<file path="config.mk">
export PLATFORM = sky130hd
export DESIGN_NAME = epi_top
export DESIGN_NICKNAME = d
export VERILOG_FILES = /design/src/epi_pkg.sv /design/src/epi_sync.sv /design/src/epi_top.sv
export SDC_FILE = /design/constraint.sdc
export NUM_CORES = 1
export LEC_CHECK = 0
export BUFFER_PORTS_ARGS = -buffer_cell sky130_fd_sc_hd__buf_4
export CORE_MARGIN = 8
export CORE_UTILIZATION = 45
export CTS_BUF_LIST = sky130_fd_sc_hd__clkbuf_16
export CTS_CLUSTER_DIAMETER = 30
export DETAILED_ROUTE_END_ITERATION = 16
export PLACE_DENSITY = 0.7
export SLEW_MARGIN = 10
export SYNTH_ARGS = -nofsm -noshare
export SYNTH_HDL_FRONTEND = slang
export SYNTH_HIERARCHICAL = 1
export SYNTH_SLANG_ARGS = --single-unit
</file>
<file path="constraint.sdc">
create_clock -name clock_i -period 1.9 [get_ports clock_i]
set_clock_uncertainty 0.05 [all_clocks]
set_input_delay 0.38 -clock clock_i [delete_from_list [all_inputs] [get_ports clock_i]]
set_output_delay 0.38 -clock clock_i [all_outputs]
set_load 0.01 [all_outputs]
</file>
<file path="src/epi_pkg.sv">
/*
  Shared constants and types of the external pin interrupt unit:
  register indexes, field positions, reset values, bus answers.
  Assumes a 32-bit AXI4-Lite register bus with byte addresses equal to
  four times a register index.
*/
package epi_pkg;

  // ==========================================================
  // widths
  localparam int unsigned ADDR_W     = 8;
  localparam int unsigned DATA_W     = 32;
  localparam int unsigned LINE_COUNT = 18;
  localparam int unsigned GROUPS     = 3;
  localparam int unsigned REQS       = 4;

  // ==========================================================
  // register indexes (byte address is four times the index)
  localparam logic [5:0] IDX_MASK_GROUP0  = 6'h27;
  localparam logic [5:0] IDX_MASK_GROUP1  = 6'h28;
  localparam logic [5:0] IDX_MASK_GROUP2  = 6'h29;
  localparam logic [5:0] IDX_CORE_CONTROL = 6'h35;
  localparam logic [5:0] IDX_IRQ_FLAGS    = 6'h3b;
  localparam logic [5:0] IDX_ENABLE_MASK  = 6'h3c;

  // ==========================================================
  // field positions: bits 6:3 shared by the enable mask and the flags, sense field in core control
  localparam int unsigned BIT_DEDICATED = 6;
  localparam int unsigned BIT_GROUP2    = 5;
  localparam int unsigned BIT_GROUP1    = 4;
  localparam int unsigned BIT_GROUP0    = 3;
  localparam int unsigned SENSE_LSB     = 0;

  // lines belonging to each pin-change group
  localparam logic [17:0] GROUP_SEL [3] = '{18'h000ff, 18'h00f00, 18'h3f000};

  // request slots: 0 dedicated pin, 1 + g for group g
  localparam int unsigned REQ_DEDICATED = 0;

  // ==========================================================
  // reset values and bus answers
  localparam logic [7:0] RST_BYTE    = 8'h00;
  localparam logic [1:0] RESP_OKAY   = 2'h0;
  localparam logic [1:0] RESP_SLVERR = 2'h2;

  typedef enum logic [1:0] {
    SENSE_LOW  = 2'b00,
    SENSE_ANY  = 2'b01,
    SENSE_FALL = 2'b10,
    SENSE_RISE = 2'b11
  } epi_sense_t;

endpackage : epi_pkg

</file>
<file path="src/epi_sync.sv">
/*
  Two-stage synchroniser bank for pin inputs.
  Assumes its inputs are asynchronous to clock_i; only the second
  stage is visible outside.
*/
`timescale 1ns/1ps
`default_nettype none

module epi_sync #(
  parameter int unsigned WIDTH = 1
) (
  input  wire logic             clock_i,  // system clock
  input  wire logic             rst_n_i,  // synchronous reset, active low
  input  wire logic [WIDTH-1:0] async_i,  // raw pin levels
  output logic      [WIDTH-1:0] sync_o    // synchronised levels
);

  // ==========================================================
  // stage one feeds stage two only, to let metastability settle
  logic [WIDTH-1:0] stage1_reg;

  always_ff @(posedge clock_i) begin
    if (!rst_n_i) begin
      stage1_reg <= '0;
      sync_o     <= '0;
    end else begin
      stage1_reg <= async_i;
      sync_o     <= stage1_reg;
    end
  end

endmodule : epi_sync

`default_nettype wire

</file>
<file path="src/epi_top.sv">
/*
  External pin interrupt unit: one dedicated interrupt pin with a
  two-bit sense select and eighteen pin-change lines in three groups,
  with enable, per-line mask and flag registers on AXI4-Lite.
  Assumes pins are asynchronous; the global enable and the service
  acknowledges come from the CPU on clock_i.
*/
// Notes on behaviour
// - sense field selects low, any, fall or rise
// - pin synchronised first; pulses over one clock caught
// - dedicated request needs its enable and global enable
// - pin activity counts even when driven as output
// - group 2 lines 17:12 raise group 2 request
// - group 1 lines 11:8 raise group 1 request
// - group 0 lines 7:0 raise group 0 request
// - reserved bits always read zero
// - dedicated flag bit 6 set on trigger
// - flags clear on service or written one
// - dedicated flag reads zero in low-level mode
// - flag bit 5 set by group 2 change
// - flag bit 4 set by group 1 change
// - flag bit 3 set by group 0 change
// - line needs mask bit and group enable
// - pin changes detected on all eighteen lines
// - dedicated edges need the running clock

`timescale 1ns/1ps
`default_nettype none

module epi_top (
  input  wire logic        clock_i,              // system I/O clock, 200 MHz
  input  wire logic        rst_n_i,              // synchronous reset, active low
  // AXI4-Lite slave
  input  wire logic [7:0]  s_axi_awaddr_i,       // write address
  input  wire logic        s_axi_awvalid_i,      // write address valid
  output logic             s_axi_awready_o,      // write address ready
  input  wire logic [31:0] s_axi_wdata_i,        // write data
  input  wire logic [3:0]  s_axi_wstrb_i,        // write byte strobes
  input  wire logic        s_axi_wvalid_i,       // write data valid
  output logic             s_axi_wready_o,       // write data ready
  output logic [1:0]       s_axi_bresp_o,        // write response
  output logic             s_axi_bvalid_o,       // write response valid
  input  wire logic        s_axi_bready_i,       // write response ready
  input  wire logic [7:0]  s_axi_araddr_i,       // read address
  input  wire logic        s_axi_arvalid_i,      // read address valid
  output logic             s_axi_arready_o,      // read address ready
  output logic [31:0]      s_axi_rdata_o,        // read data
  output logic [1:0]       s_axi_rresp_o,        // read response
  output logic             s_axi_rvalid_o,       // read data valid
  input  wire logic        s_axi_rready_i,       // read data ready
  // pins and CPU
  input  wire logic        dedicated_irq_pin_i,  // dedicated interrupt pin level
  input  wire logic [17:0] pin_change_line_i,    // pin-change line levels
  input  wire logic        global_irq_enable_i,  // global enable from status word
  input  wire logic [3:0]  service_ack_i,        // service routine entered, per slot
  output logic [3:0]       irq_request_o         // requests: 0 pin, 1..3 groups
);

  // ==========================================================
  // decode helper
  function automatic logic addr_hit(input logic [7:0] addr, input logic [5:0] idx);
    addr_hit = (addr[7:2] == idx) && (addr[1:0] == 2'b00);
  endfunction : addr_hit

  function automatic logic addr_mapped(input logic [7:0] addr);
    addr_mapped = addr_hit(addr, epi_pkg::IDX_MASK_GROUP0)
                | addr_hit(addr, epi_pkg::IDX_MASK_GROUP1)
                | addr_hit(addr, epi_pkg::IDX_MASK_GROUP2)
                | addr_hit(addr, epi_pkg::IDX_CORE_CONTROL)
                | addr_hit(addr, epi_pkg::IDX_IRQ_FLAGS)
                | addr_hit(addr, epi_pkg::IDX_ENABLE_MASK);
  endfunction : addr_mapped

  // ==========================================================
  // state
  logic [7:0]          mask_group0_reg;    // per-line masks 7:0
  logic [3:0]          mask_group1_reg;    // per-line masks 11:8
  logic [5:0]          mask_group2_reg;    // per-line masks 17:12
  logic                dedicated_en_reg;   // dedicated pin enable
  logic [2:0]          group_en_reg;       // group change enables
  epi_pkg::epi_sense_t sense_reg;          // dedicated pin sense select
  logic [3:0]          flag_reg;           // 0 pin, 1 + g for group g
  logic [3:0]          flag_next;
  logic [17:0]         line_prev_reg;      // previous synchronised lines
  logic                pin_prev_reg;       // previous synchronised pin
  logic [18:0]         pins_sync;
  logic [17:0]         line_sync;
  logic                pin_sync;

  // bus holding registers
  logic        aw_full_reg;
  logic [7:0]  aw_addr_reg;
  logic        w_full_reg;
  logic [31:0] w_data_reg;
  logic [3:0]  w_strb_reg;
  logic        aw_take;
  logic        w_take;
  logic        ar_take;
  logic        do_write;
  logic        wr_byte0;

  // ==========================================================
  // pin synchronisers; the pad level is used whatever the pin
  // direction, so software driving the pin can raise requests
  epi_sync #(
    .WIDTH (19)
  ) u_sync (
    .clock_i (clock_i),
    .rst_n_i (rst_n_i),
    .async_i ({dedicated_irq_pin_i, pin_change_line_i}),
    .sync_o  (pins_sync)
  );

  assign pin_sync  = pins_sync[18];
  assign line_sync = pins_sync[17:0];

  // previous samples for edge and change detection
  always_ff @(posedge clock_i) begin
    if (!rst_n_i) begin
      line_prev_reg <= '0;
      pin_prev_reg  <= 1'b0;
    end else begin
      line_prev_reg <= line_sync;
      pin_prev_reg  <= pin_sync;
    end
  end

  // ==========================================================
  // event detection
  logic [17:0] masked_change;
  logic [2:0]  group_hit;
  logic        pin_event;

  // a line counts only while its own mask bit is set; sampling on the
  // clock means a change shorter than about one period may be missed
  assign masked_change = (line_sync ^ line_prev_reg)
                       & {mask_group2_reg, mask_group1_reg, mask_group0_reg};

  // one change detector per group
  generate
    for (genvar g = 0; g < 3; g++) begin : g_group
      assign group_hit[g] = |(masked_change & epi_pkg::GROUP_SEL[g]);
    end
  endgenerate

  // dedicated pin edge select; low level raises no flag
  always_comb begin
    unique case (sense_reg)
      epi_pkg::SENSE_LOW:  pin_event = 1'b0;
      epi_pkg::SENSE_ANY:  pin_event = pin_sync ^ pin_prev_reg;
      epi_pkg::SENSE_FALL: pin_event = !pin_sync && pin_prev_reg;
      epi_pkg::SENSE_RISE: pin_event = pin_sync && !pin_prev_reg;
    endcase
  end

  // ==========================================================
  // AXI4-Lite write channel handshakes
  assign aw_take  = s_axi_awvalid_i && s_axi_awready_o;
  assign w_take   = s_axi_wvalid_i && s_axi_wready_o;
  assign do_write = aw_full_reg && w_full_reg && !s_axi_bvalid_o;
  assign wr_byte0 = do_write && w_strb_reg[0];

  // address and data are taken in either order and held until both
  always_ff @(posedge clock_i) begin
    if (!rst_n_i) begin
      aw_full_reg     <= 1'b0;
      aw_addr_reg     <= '0;
      s_axi_awready_o <= 1'b1;
    end else if (aw_take) begin
      aw_full_reg     <= 1'b1;
      aw_addr_reg     <= s_axi_awaddr_i;
      s_axi_awready_o <= 1'b0;
    end else if (do_write) begin
      aw_full_reg     <= 1'b0;
      s_axi_awready_o <= 1'b1;
    end
  end

  always_ff @(posedge clock_i) begin
    if (!rst_n_i) begin
      w_full_reg     <= 1'b0;
      w_data_reg     <= '0;
      w_strb_reg     <= '0;
      s_axi_wready_o <= 1'b1;
    end else if (w_take) begin
      w_full_reg     <= 1'b1;
      w_data_reg     <= s_axi_wdata_i;
      w_strb_reg     <= s_axi_wstrb_i;
      s_axi_wready_o <= 1'b0;
    end else if (do_write) begin
      w_full_reg     <= 1'b0;
      s_axi_wready_o <= 1'b1;
    end
  end

  // write response; unmapped addresses answer with an error
  always_ff @(posedge clock_i) begin
    if (!rst_n_i) begin
      s_axi_bvalid_o <= 1'b0;
      s_axi_bresp_o  <= epi_pkg::RESP_OKAY;
    end else if (do_write) begin
      s_axi_bvalid_o <= 1'b1;
      s_axi_bresp_o  <= addr_mapped(aw_addr_reg) ? epi_pkg::RESP_OKAY : epi_pkg::RESP_SLVERR;
    end else if (s_axi_bready_i) begin
      s_axi_bvalid_o <= 1'b0;
    end
  end

  // ==========================================================
  // configuration registers; only byte lane 0 carries data
  always_ff @(posedge clock_i) begin
    if (!rst_n_i) begin
      mask_group0_reg <= epi_pkg::RST_BYTE;
      mask_group1_reg <= epi_pkg::RST_BYTE[3:0];
      mask_group2_reg <= epi_pkg::RST_BYTE[5:0];
    end else if (wr_byte0) begin
      if (addr_hit(aw_addr_reg, epi_pkg::IDX_MASK_GROUP0)) begin
        mask_group0_reg <= w_data_reg[7:0];
      end
      if (addr_hit(aw_addr_reg, epi_pkg::IDX_MASK_GROUP1)) begin
        mask_group1_reg <= w_data_reg[3:0];
      end
      if (addr_hit(aw_addr_reg, epi_pkg::IDX_MASK_GROUP2)) begin
        mask_group2_reg <= w_data_reg[5:0];
      end
    end
  end

  always_ff @(posedge clock_i) begin
    if (!rst_n_i) begin
      dedicated_en_reg <= epi_pkg::RST_BYTE[epi_pkg::BIT_DEDICATED];
      group_en_reg     <= epi_pkg::RST_BYTE[2:0];
      sense_reg        <= epi_pkg::SENSE_LOW;
    end else if (wr_byte0) begin
      if (addr_hit(aw_addr_reg, epi_pkg::IDX_ENABLE_MASK)) begin
        dedicated_en_reg <= w_data_reg[epi_pkg::BIT_DEDICATED];
        group_en_reg     <= w_data_reg[epi_pkg::BIT_GROUP2:epi_pkg::BIT_GROUP0];
      end
      if (addr_hit(aw_addr_reg, epi_pkg::IDX_CORE_CONTROL)) begin
        sense_reg <= epi_pkg::epi_sense_t'(w_data_reg[epi_pkg::SENSE_LSB +: 2]);
      end
    end
  end

  // ==========================================================
  // flags: cleared by a service acknowledge or a written one, but a
  // trigger in the same cycle wins so no event is lost
  logic [3:0] flag_clear;
  logic [3:0] flag_set;

  always_comb begin
    flag_clear = service_ack_i;
    if (wr_byte0 && addr_hit(aw_addr_reg, epi_pkg::IDX_IRQ_FLAGS)) begin
      flag_clear = flag_clear | {w_data_reg[epi_pkg::BIT_GROUP2],
                                 w_data_reg[epi_pkg::BIT_GROUP1],
                                 w_data_reg[epi_pkg::BIT_GROUP0],
                                 w_data_reg[epi_pkg::BIT_DEDICATED]};
    end
    flag_set  = {group_hit, pin_event};
    flag_next = (flag_reg & ~flag_clear) | flag_set;
    if (sense_reg == epi_pkg::SENSE_LOW) begin
      flag_next[epi_pkg::REQ_DEDICATED] = 1'b0;
    end
  end

  always_ff @(posedge clock_i) begin
    if (!rst_n_i) begin
      flag_reg <= epi_pkg::RST_BYTE[3:0];
    end else begin
      flag_reg <= flag_next;
    end
  end

  // ==========================================================
  // requests to the CPU; low level requests from the synchronised pin
  // for as long as it is held low, so the source must keep it there
  logic [3:0] req_next;

  always_comb begin
    if (sense_reg == epi_pkg::SENSE_LOW) begin
      req_next[0] = dedicated_en_reg && global_irq_enable_i && !pin_sync;
    end else begin
      req_next[0] = dedicated_en_reg && global_irq_enable_i && flag_reg[0];
    end
    req_next[3:1] = group_en_reg & flag_reg[3:1] & {3{global_irq_enable_i}};
  end

  always_ff @(posedge clock_i) begin
    if (!rst_n_i) begin
      irq_request_o <= '0;
    end else begin
      irq_request_o <= req_next;
    end
  end

  // ==========================================================
  // read path; one read at a time, data registered at the take
  logic [7:0] read_byte;

  always_comb begin
    read_byte = 8'h00;  // reserved bits stay zero
    if (addr_hit(s_axi_araddr_i, epi_pkg::IDX_MASK_GROUP0)) begin
      read_byte = mask_group0_reg;
    end
    if (addr_hit(s_axi_araddr_i, epi_pkg::IDX_MASK_GROUP1)) begin
      read_byte[3:0] = mask_group1_reg;
    end
    if (addr_hit(s_axi_araddr_i, epi_pkg::IDX_MASK_GROUP2)) begin
      read_byte[5:0] = mask_group2_reg;
    end
    if (addr_hit(s_axi_araddr_i, epi_pkg::IDX_CORE_CONTROL)) begin
      read_byte[epi_pkg::SENSE_LSB +: 2] = sense_reg;
    end
    if (addr_hit(s_axi_araddr_i, epi_pkg::IDX_ENABLE_MASK)) begin
      read_byte[epi_pkg::BIT_DEDICATED] = dedicated_en_reg;
      read_byte[epi_pkg::BIT_GROUP2:epi_pkg::BIT_GROUP0] = group_en_reg;
    end
    if (addr_hit(s_axi_araddr_i, epi_pkg::IDX_IRQ_FLAGS)) begin
      read_byte[epi_pkg::BIT_DEDICATED] = flag_reg[0];
      read_byte[epi_pkg::BIT_GROUP2:epi_pkg::BIT_GROUP0] = flag_reg[3:1];
    end
  end

  assign ar_take = s_axi_arvalid_i && s_axi_arready_o;

  always_ff @(posedge clock_i) begin
    if (!rst_n_i) begin
      s_axi_arready_o <= 1'b1;
      s_axi_rvalid_o  <= 1'b0;
      s_axi_rdata_o   <= '0;
      s_axi_rresp_o   <= epi_pkg::RESP_OKAY;
    end else if (ar_take) begin
      s_axi_arready_o <= 1'b0;
      s_axi_rvalid_o  <= 1'b1;
      s_axi_rdata_o   <= {24'h000000, read_byte};
      s_axi_rresp_o   <= addr_mapped(s_axi_araddr_i) ? epi_pkg::RESP_OKAY : epi_pkg::RESP_SLVERR;
    end else if (s_axi_rvalid_o && s_axi_rready_i) begin
      s_axi_arready_o <= 1'b1;
      s_axi_rvalid_o  <= 1'b0;
    end
  end

endmodule : epi_top

`default_nettype wire

</file>
==> results.cfg, run 1 <==
[grt]
first_global_vias = 3892
grt_start_max_net_pins = 42
grt_usage = 0.159
grt_pass1_wl_mm = 18.7
antenna_found_initial = 0
grt_overflow_total = 0

[placement]
routabilityCongestion = 0.827
place.port_buffers = 74
dp_slack_ns = 0.170
dp_cells = 724
dpl-instance-area_um2 = 5570
hpwlAfterDp_mm = 8.30

[worst_setup_path]
end_kind = flop
worstRegToRegCells = 4
cp.required_ns = 2.18
critical_path_class = reg -> reg
cp_max_fo = 11
startpoint_type = flop
crit_arrival_ns = 2.00

[clock_network]
cts_max_level = 4
clock-sinks = 123
clock_latency_ns = 0.40
cts_buffer_depth = 2
cts_tree = done
clkTransAtPathRegs_ns = 0.06
cts_root_buf = clkbuf_16
cts_made_buffers = 17

[die]
ios = 128
die_w_um = 121
std_cell_rows = 38
core-area_um2 = 10800
dieArea_um2 = 14800
die_y_um = 121
start_util = 0.462

[sta]
finalSetupViolations = 0
hold_viol = 0
finalHoldWorstSlack_ns = 0.130
rsz0062_at_grt = false
slew_violations = 0
tns_ns = 0
fmax_mhz = 582
worst_slack_ns = 0.180
finalCritPeriodShare = 0.905
fin_crit_ns = 1.72

[synthesis]
synth_warnings = 6
netlist_area_um2 = 5010
yosysUniqueCellTypes = 62
async_flop_share = 0
yosysSeqAreaShare = 0.492
synth_edf_count = 0
synth_seq_cells = 123
syn_inst = 531
ys_top_cells_by_area = dfxtp_1, and2_1, a21oi_1, buf_4, nand2_1
synth_top_cell_area_share = 0.492
synth_flop_cell = dfxtp_1
synth.avg_cell_area_um2 = 9.43
synth_top_cell_by_area = dfxtp_1

[power]
vdd_ir_drop_max_mv = 0.584
p_leak_nw = 2.63
p_total_mw = 6.09
power.density_nw_per_um2 = 994

[run_status]
outcome = complete, no violations

[worst_hold_path]
hold_path_depth = 2
hp-class = in -> reg

[routing]
post_drt_wl_per_cell_um = 15.0
vias = 3849
ant_nets = 0
viasPerCell = 5.10
drc = 0
drt-total-wl_mm = 11.3
dr.pass1.iters = 4
drtIter0Drc = 302

[finish]
final_area_um2 = 6120
drive_above_1_share = 0.213
fin_nets = 688
final_cells = 755
n_antenna_cell = 0
utilization = 0.565
area_growth_pct = 22.3

[flow_run]
cap_violations = 0
report_power, final:
| group | switching (mW) | internal (mW) |
|---|---|---|
| sequential | 0.0706 | 2.67 |
| combinational | 0.213 | 0.187 |
| clock | 1.16 | 1.79 |
| total | 1.44 | 4.64 |
metal layers:
metal  global-route usage  up-vias  part of all wire
li1                     -     1926                 -
met1                0.185     1814              0.43
met2                0.262       99              0.50
met3               0.0470       10             0.059
met4               0.0732        0             0.011
met5                    0        -                 0
worst max-delay path, cell delays in order (launching register included):
cell,delay [ns]
dfxtp_1,0.54
nor4b_2,0.36
and4_2,0.41
nand3_1,0.11
a21oi_1,0.17
repair_timing:
| action | 4_1_cts | 5_1_grt |
|---|---|---|
| setup buffers | 0 | 0 |
| endpoints found under the setup margin | 0 | 6 |
| hold buffers | 0 | 0 |
| resized for setup | 0 | 1 |
synth_stat cells (3+ instances only):
library cell	number
nand2_1	48
a21oi_1	43
nand2b_1	3
and3_1	5
a211o_1	4
inv_2	3
o21ai_1	12
nand3_1	25
xor2_1	18
nor3_1	5
a22oi_1	7
a22o_1	5
nand3b_1	3
and2_1	62
mux2_2	4
buf_6	3
a31oi_1	5
mux2i_1	8
nor3b_2	3
a221oi_1	4
buf_4	27
nor2_1	17
dfxtp_1	123
o21ai_0	13
clkbuf_1	19
inv_1	8
nand4_1	3
buf_2	4
area by class of cell:
type | instances | area, µm²
clock buffers | 17 | 425
clock inverters | 14 | 124
fillers | 976 | 4720
inverters | 11 | 41.3
multi-input cells | 368 | 2260
flip-flops and latches | 123 | 2460
well taps | 140 | 175
repair buffers | 82 | 628
cells by family after synthesis:
family          count (synthesis)  share of synthesized area
compound gates                109                      0.133
flops                         123                      0.492
simple gates                  200                      0.237
other cells                     1                   0.000749
xor+xnor                       19                     0.0332
buf+inv                        65                     0.0747
mux                            12                     0.0250
fa+ha+maj                       2                    0.00500
cells in the final DEF, fill, tap and decap left out, types with 7 or more instances in the layout:
cell	netlist	layout
inv_1	8	8
conb_1	1	26
buf_4	27	81
nor2_1	17	17
and2_1	62	62
o21ai_1	12	12
xor2_1	18	18
nand3_1	25	25
a22oi_1	7	7
a21oi_1	43	43
dfxtp_1	123	123
o21ai_0	13	13
nand2_1	48	48
mux2i_1	8	8
clkbuf_16	0	17
worst paths after layout:
check | start | to | slack, ns
max reg2reg | aw_addr_reg[5] | mask_group1_reg[3] | 0.18
max | aw_addr_reg[5] | mask_group1_reg[3] | 0.18
min | pin_change_line_i[2] | u_sync/stage1_reg[2] | 0.13
min reg2reg | u_sync/stage1_reg[17] | u_sync/sync_o[17] | 0.38
(Power assumes the default switching activity.)
==> inputs of run 2 (changes only) <==
- CTS_BUF_LIST: sky130_fd_sc_hd__clkbuf_16 -> sky130_fd_sc_hd__clkbuf_4 sky130_fd_sc_hd__clkbuf_8
==> results.cfg, run 2 (synthesis gave the netlist of run 1 again) <==
[grt]
grt_usage = 0.156
grt_start_max_net_pins = 42
first_global_vias = 3843
antenna_found_initial = 0
grt_pass1_wl_mm = 18.4
grt_overflow_total = 0

[routing]
post_drt_wl_per_cell_um = 14.9
ant_nets = 0
vias = 3854
drtIter0Drc = 200
drc = 0
drt-total-wl_mm = 11.2
dr.pass1.iters = 5
viasPerCell = 5.10

[die]
core-area_um2 = 10800
die_y_um = 121
dieArea_um2 = 14800
std_cell_rows = 38
start_util = 0.462
ios = 128
die_w_um = 121

[worst_setup_path]
end_kind = flop
timing.rr.end = mask_group2_reg[1]
cp.required_ns = 2.20
cp_max_fo = 11
startpoint_type = flop
crit_arrival_ns = 2.04
rrSetupSlack_ns = 0.16
crit_end = mask_group2_reg[1]
critical_path_class = reg -> reg
startpoint = aw_addr_reg[5]
r2r-start = aw_addr_reg[5]
worstRegToRegCells = 4

[finish]
final_area_um2 = 5930
final_common_cell = dfxtp_1
fin_nets = 688
n_antenna_cell = 0
area_growth_pct = 18.4
drive_above_1_share = 0.213
final_cells = 755
utilization = 0.547
final_cell_mix = dfxtp_1, buf_4, and2_1

[sta]
tightest_slew_ns = 0.499
relSlewSlack = 0.667
finalHoldWorstSlack_ns = 0.108
slew_violations = 0
tns_ns = 0
finalSetupViolations = 0
finalCritPeriodShare = 0.918
hold_viol = 0
fmax_mhz = 574
fin_crit_ns = 1.74
rsz0062_at_grt = false

[power]
clock_power_share = 0.397
p_leak_nw = 2.54
combPwrFrac = 0.077
power.density_nw_per_um2 = 877
sw_frac_of_total = 0.254
power.internal_mw = 3.88
power_switching_mw = 1.32
seq_power_share = 0.526
vdd_ir_drop_max_mv = 0.548

[clock_network]
postCtsSetupBuffers = 0
cts_tree = done
clock_latency_ns = 0.42
cts_max_level = 4
cts_buffer_depth = 2
cts_made_buffers = 17
clock-sinks = 123
cts_resized = 0
hold_buffers = 0
clkTransAtPathRegs_ns = 0.08
cts_root_buf = clkbuf_8

[worst_hold_path]
hp-class = in -> reg

[placement]
dpl-instance-area_um2 = 5570
place.port_buffers = 74
hpwlAfterDp_mm = 8.30
dp_cells = 724
routabilityCongestion = 0.827

[run_status]
outcome = complete, no violations

[flow_run]
cap_violations = 0
## run 2: cell counts in the layout (fill, tap and decap cells not counted)
No cell type changed its count.
## run 2: critical path, stage by stage (launching register included)
cell,delay [ns]
dfxtp_1,0.55
nor4b_2,0.38
and4_2,0.42
nand3_1,0.12
a21oi_1,0.15
## run 2: routing by layer
layer  track usage  vias to the layer above  wire length (µm)
met1         0.183                     1796              4840
met2         0.257                      107              5510
li1              -                     1928                 -
met5             0                        -                 0
met4        0.0740                        0               178
met3        0.0428                       23               685
## run 2: how the worst min path moves through the flow
stage / cells past startpoint / slack, ns / endpoint / startpoint
floorplan: 1 / 0.36 / u_sync/sync_o[17] / u_sync/stage1_reg[17]
global placement: 1 / 0.37 / u_sync/sync_o[12] / u_sync/stage1_reg[12]
detailed placement: 1 / 0.37 / u_sync/sync_o[11] / u_sync/stage1_reg[11]
CTS: 2 / 0.08 / u_sync/stage1_reg[2] / pin_change_line_i[2]
global route: 2 / 0.08 / u_sync/stage1_reg[1] / pin_change_line_i[1]
finish: 2 / 0.11 / u_sync/stage1_reg[2] / pin_change_line_i[2]
## run 2: power groups by stage
stage	combinational, mW	sequential, mW	clock (mW)
floorplan	0.285	2.77	0
global placement	0.387	2.79	0
detailed placement	0.399	2.79	0
CTS	0.400	2.73	2.11
global route	0.443	2.74	2.24
finish	0.399	2.73	2.07
## run 2: through the flow
stage / worst slack, ns / power [mW]
final: 0.157 / 5.20
after detailed placement: 0.170 / 3.19
after global placement: 0.203 / 3.18
after floorplan: 0.409 / 3.05
after CTS: 0.114 / 5.24
after global routing: 0.0300 / 5.42
## run 2: area by class of cell
type                            instances  area (µm²)
Fill cell                            1007        4910
Clock inverter                         14         124
Clock buffer                           17         234
Tap cell                              140         175
Timing Repair Buffer                   82         628
Sequential cell                       123        2460
Inverter                               11        41.3
Multi-Input combinational cell        368        2260
==> inputs of run 3 (changes only) <==
- ABC_AREA: unset -> 1
==> results.cfg, run 3 <==
[placement]
dp_slack_ns = 0.270
dp_cells = 845
place.port_buffers = 74
dpl-instance-area_um2 = 5620
hpwlAfterDp_mm = 8.32
routabilityCongestion = 0.843

[sta]
finalSetupViolations = 0
rsz0062_at_grt = false
finalHoldWorstSlack_ns = 0.0817
hold_viol = 0
fin_crit_ns = 1.53
finalCritPeriodShare = 0.803
tns_ns = 0
worst_slack_ns = 0.374
fmax_mhz = 655
slew_violations = 0

[worst_hold_path]
hp-class = in -> reg

[clock_network]
hold_buffers = 0
cts_root_buf = clkbuf_8
clock_latency_ns = 0.43
clock-sinks = 123
cts_tree = done
cts_buffer_depth = 2
postCtsSetupBuffers = 0
cts_max_level = 4
cts_made_buffers = 17
clkTransAtPathRegs_ns = 0.07
cts_resized = 0

[die]
start_util = 0.461
dieArea_um2 = 14800
std_cell_rows = 38
ios = 128
die_y_um = 122
die_w_um = 122
core-area_um2 = 10900

[routing]
drtIter0Drc = 266
drc = 0
wl_met1_mm = 4.86
ant_nets = 0
highest_layer = met4
vias = 4046
drt-total-wl_mm = 10.9
met2_length_mm = 5.14
post_drt_wl_per_cell_um = 12.4
wl_met3_um = 718
dr.pass1.iters = 5
viasPerCell = 4.61

[finish]
utilization = 0.554
fin_nets = 809
final_common_cell = nand2_1
n_fill_cell = 1024
drive_above_1_share = 0.204
final_cells = 877
final_cell_mix = nand2_1, dfxtp_1, inv_1
final_area_um2 = 6030
area_growth_pct = 20.2
n_antenna_cell = 0

[grt]
grt_pass1_wl_mm = 18.3
first_global_vias = 4037
grt_overflow_total = 0
antenna_found_initial = 0
grt_start_max_net_pins = 32
grt_usage = 0.153

[synthesis]
synth_warnings = 6
yosysUniqueCellTypes = 41
synth_top_cell_area_share = 0.490
synth_flop_cell = dfxtp_1
synth_most_common_cell = nand2_1
synth.avg_cell_area_um2 = 7.85
async_flop_share = 0
netlist_area_um2 = 5020
synth_edf_count = 0
yosysSeqAreaShare = 0.490
synth_commonest_cells = nand2_1, dfxtp_1, inv_1
ys_top_cells_by_area = dfxtp_1, nand2_1, inv_1, o21ai_0, a21oi_1
synth_top_cell_by_area = dfxtp_1
syn_inst = 640
synth_seq_cells = 123

[flow_run]
cap_violations = 0

[worst_setup_path]
end_kind = flop
crit_arrival_ns = 1.78
cp_max_fo = 5
cp.required_ns = 2.15
startpoint_type = flop
critical_path_class = reg -> reg

[power]
vdd_ir_drop_max_mv = 0.451
power.density_nw_per_um2 = 920
p_total_mw = 5.55
p_leak_nw = 3.02

[run_status]
outcome = complete, no violations
[run 3: cell families (layout without fill, tap and decap cells)]
group	Yosys count	count (layout)	share of synthesized area
buffers and inverters	147	219	0.140
AND/OR/NAND/NOR	227	227	0.208
XOR/XNOR	5	5	0.00872
other	1	26	0.000747
flip-flops	123	123	0.490
adder cells (fa/ha/maj)	2	2	0.00498
AO/OA/AOI/OAI	135	135	0.147
[run 3: area by class of cell]
class,count,area [µm²],area share
Sequential cell,123,2460,0.408
Multi-Input combinational cell,395,1950,0.323
Timing Repair Buffer,83,636,0.105
Inverter,104,395,0.0655
Clock buffer,21,270,0.0448
Tap cell,140,175,0.0290
Clock inverter,11,145,0.0241
[run 3: final timing paths]
path,start,end,slack (ns),cells past startpoint
worst min register to register,u_sync/stage1_reg[10],u_sync/sync_o[10],0.36,2
worst max register to register,aw_full_reg,flag_reg[3],0.37,7
worst max-delay path,aw_full_reg,flag_reg[3],0.37,7
worst min-delay path,pin_change_line_i[2],u_sync/stage1_reg[2],0.08,3
[run 3: per-layer routing]
| layer | vias to the layer above | track usage |
|---|---|---|
| li1 | 2136 | - |
| met1 | 1774 | 0.175 |
| met3 | 16 | 0.0500 |
| met2 | 120 | 0.261 |
| met4 | 0 | 0.0540 |
| met5 | - | 0 |
[run 3: power breakdown]
group          leakage, nW  internal [mW]  switching, mW  total (mW)
combinational         1.81          0.189          0.263       0.452
clock                0.206           1.37          0.995        2.37
sequential            1.01           2.68         0.0554        2.74
total                 3.02           4.24           1.31        5.55
[run 3: worst max-delay path: stages, from the launching register on]
cell     delay, ns
dfxtp_1       0.35
nand2_2       0.07
nor2_4        0.15
inv_2         0.10
nor2_8        0.12
nand4_1       0.23
o21ai_0       0.24
a21oi_1       0.08
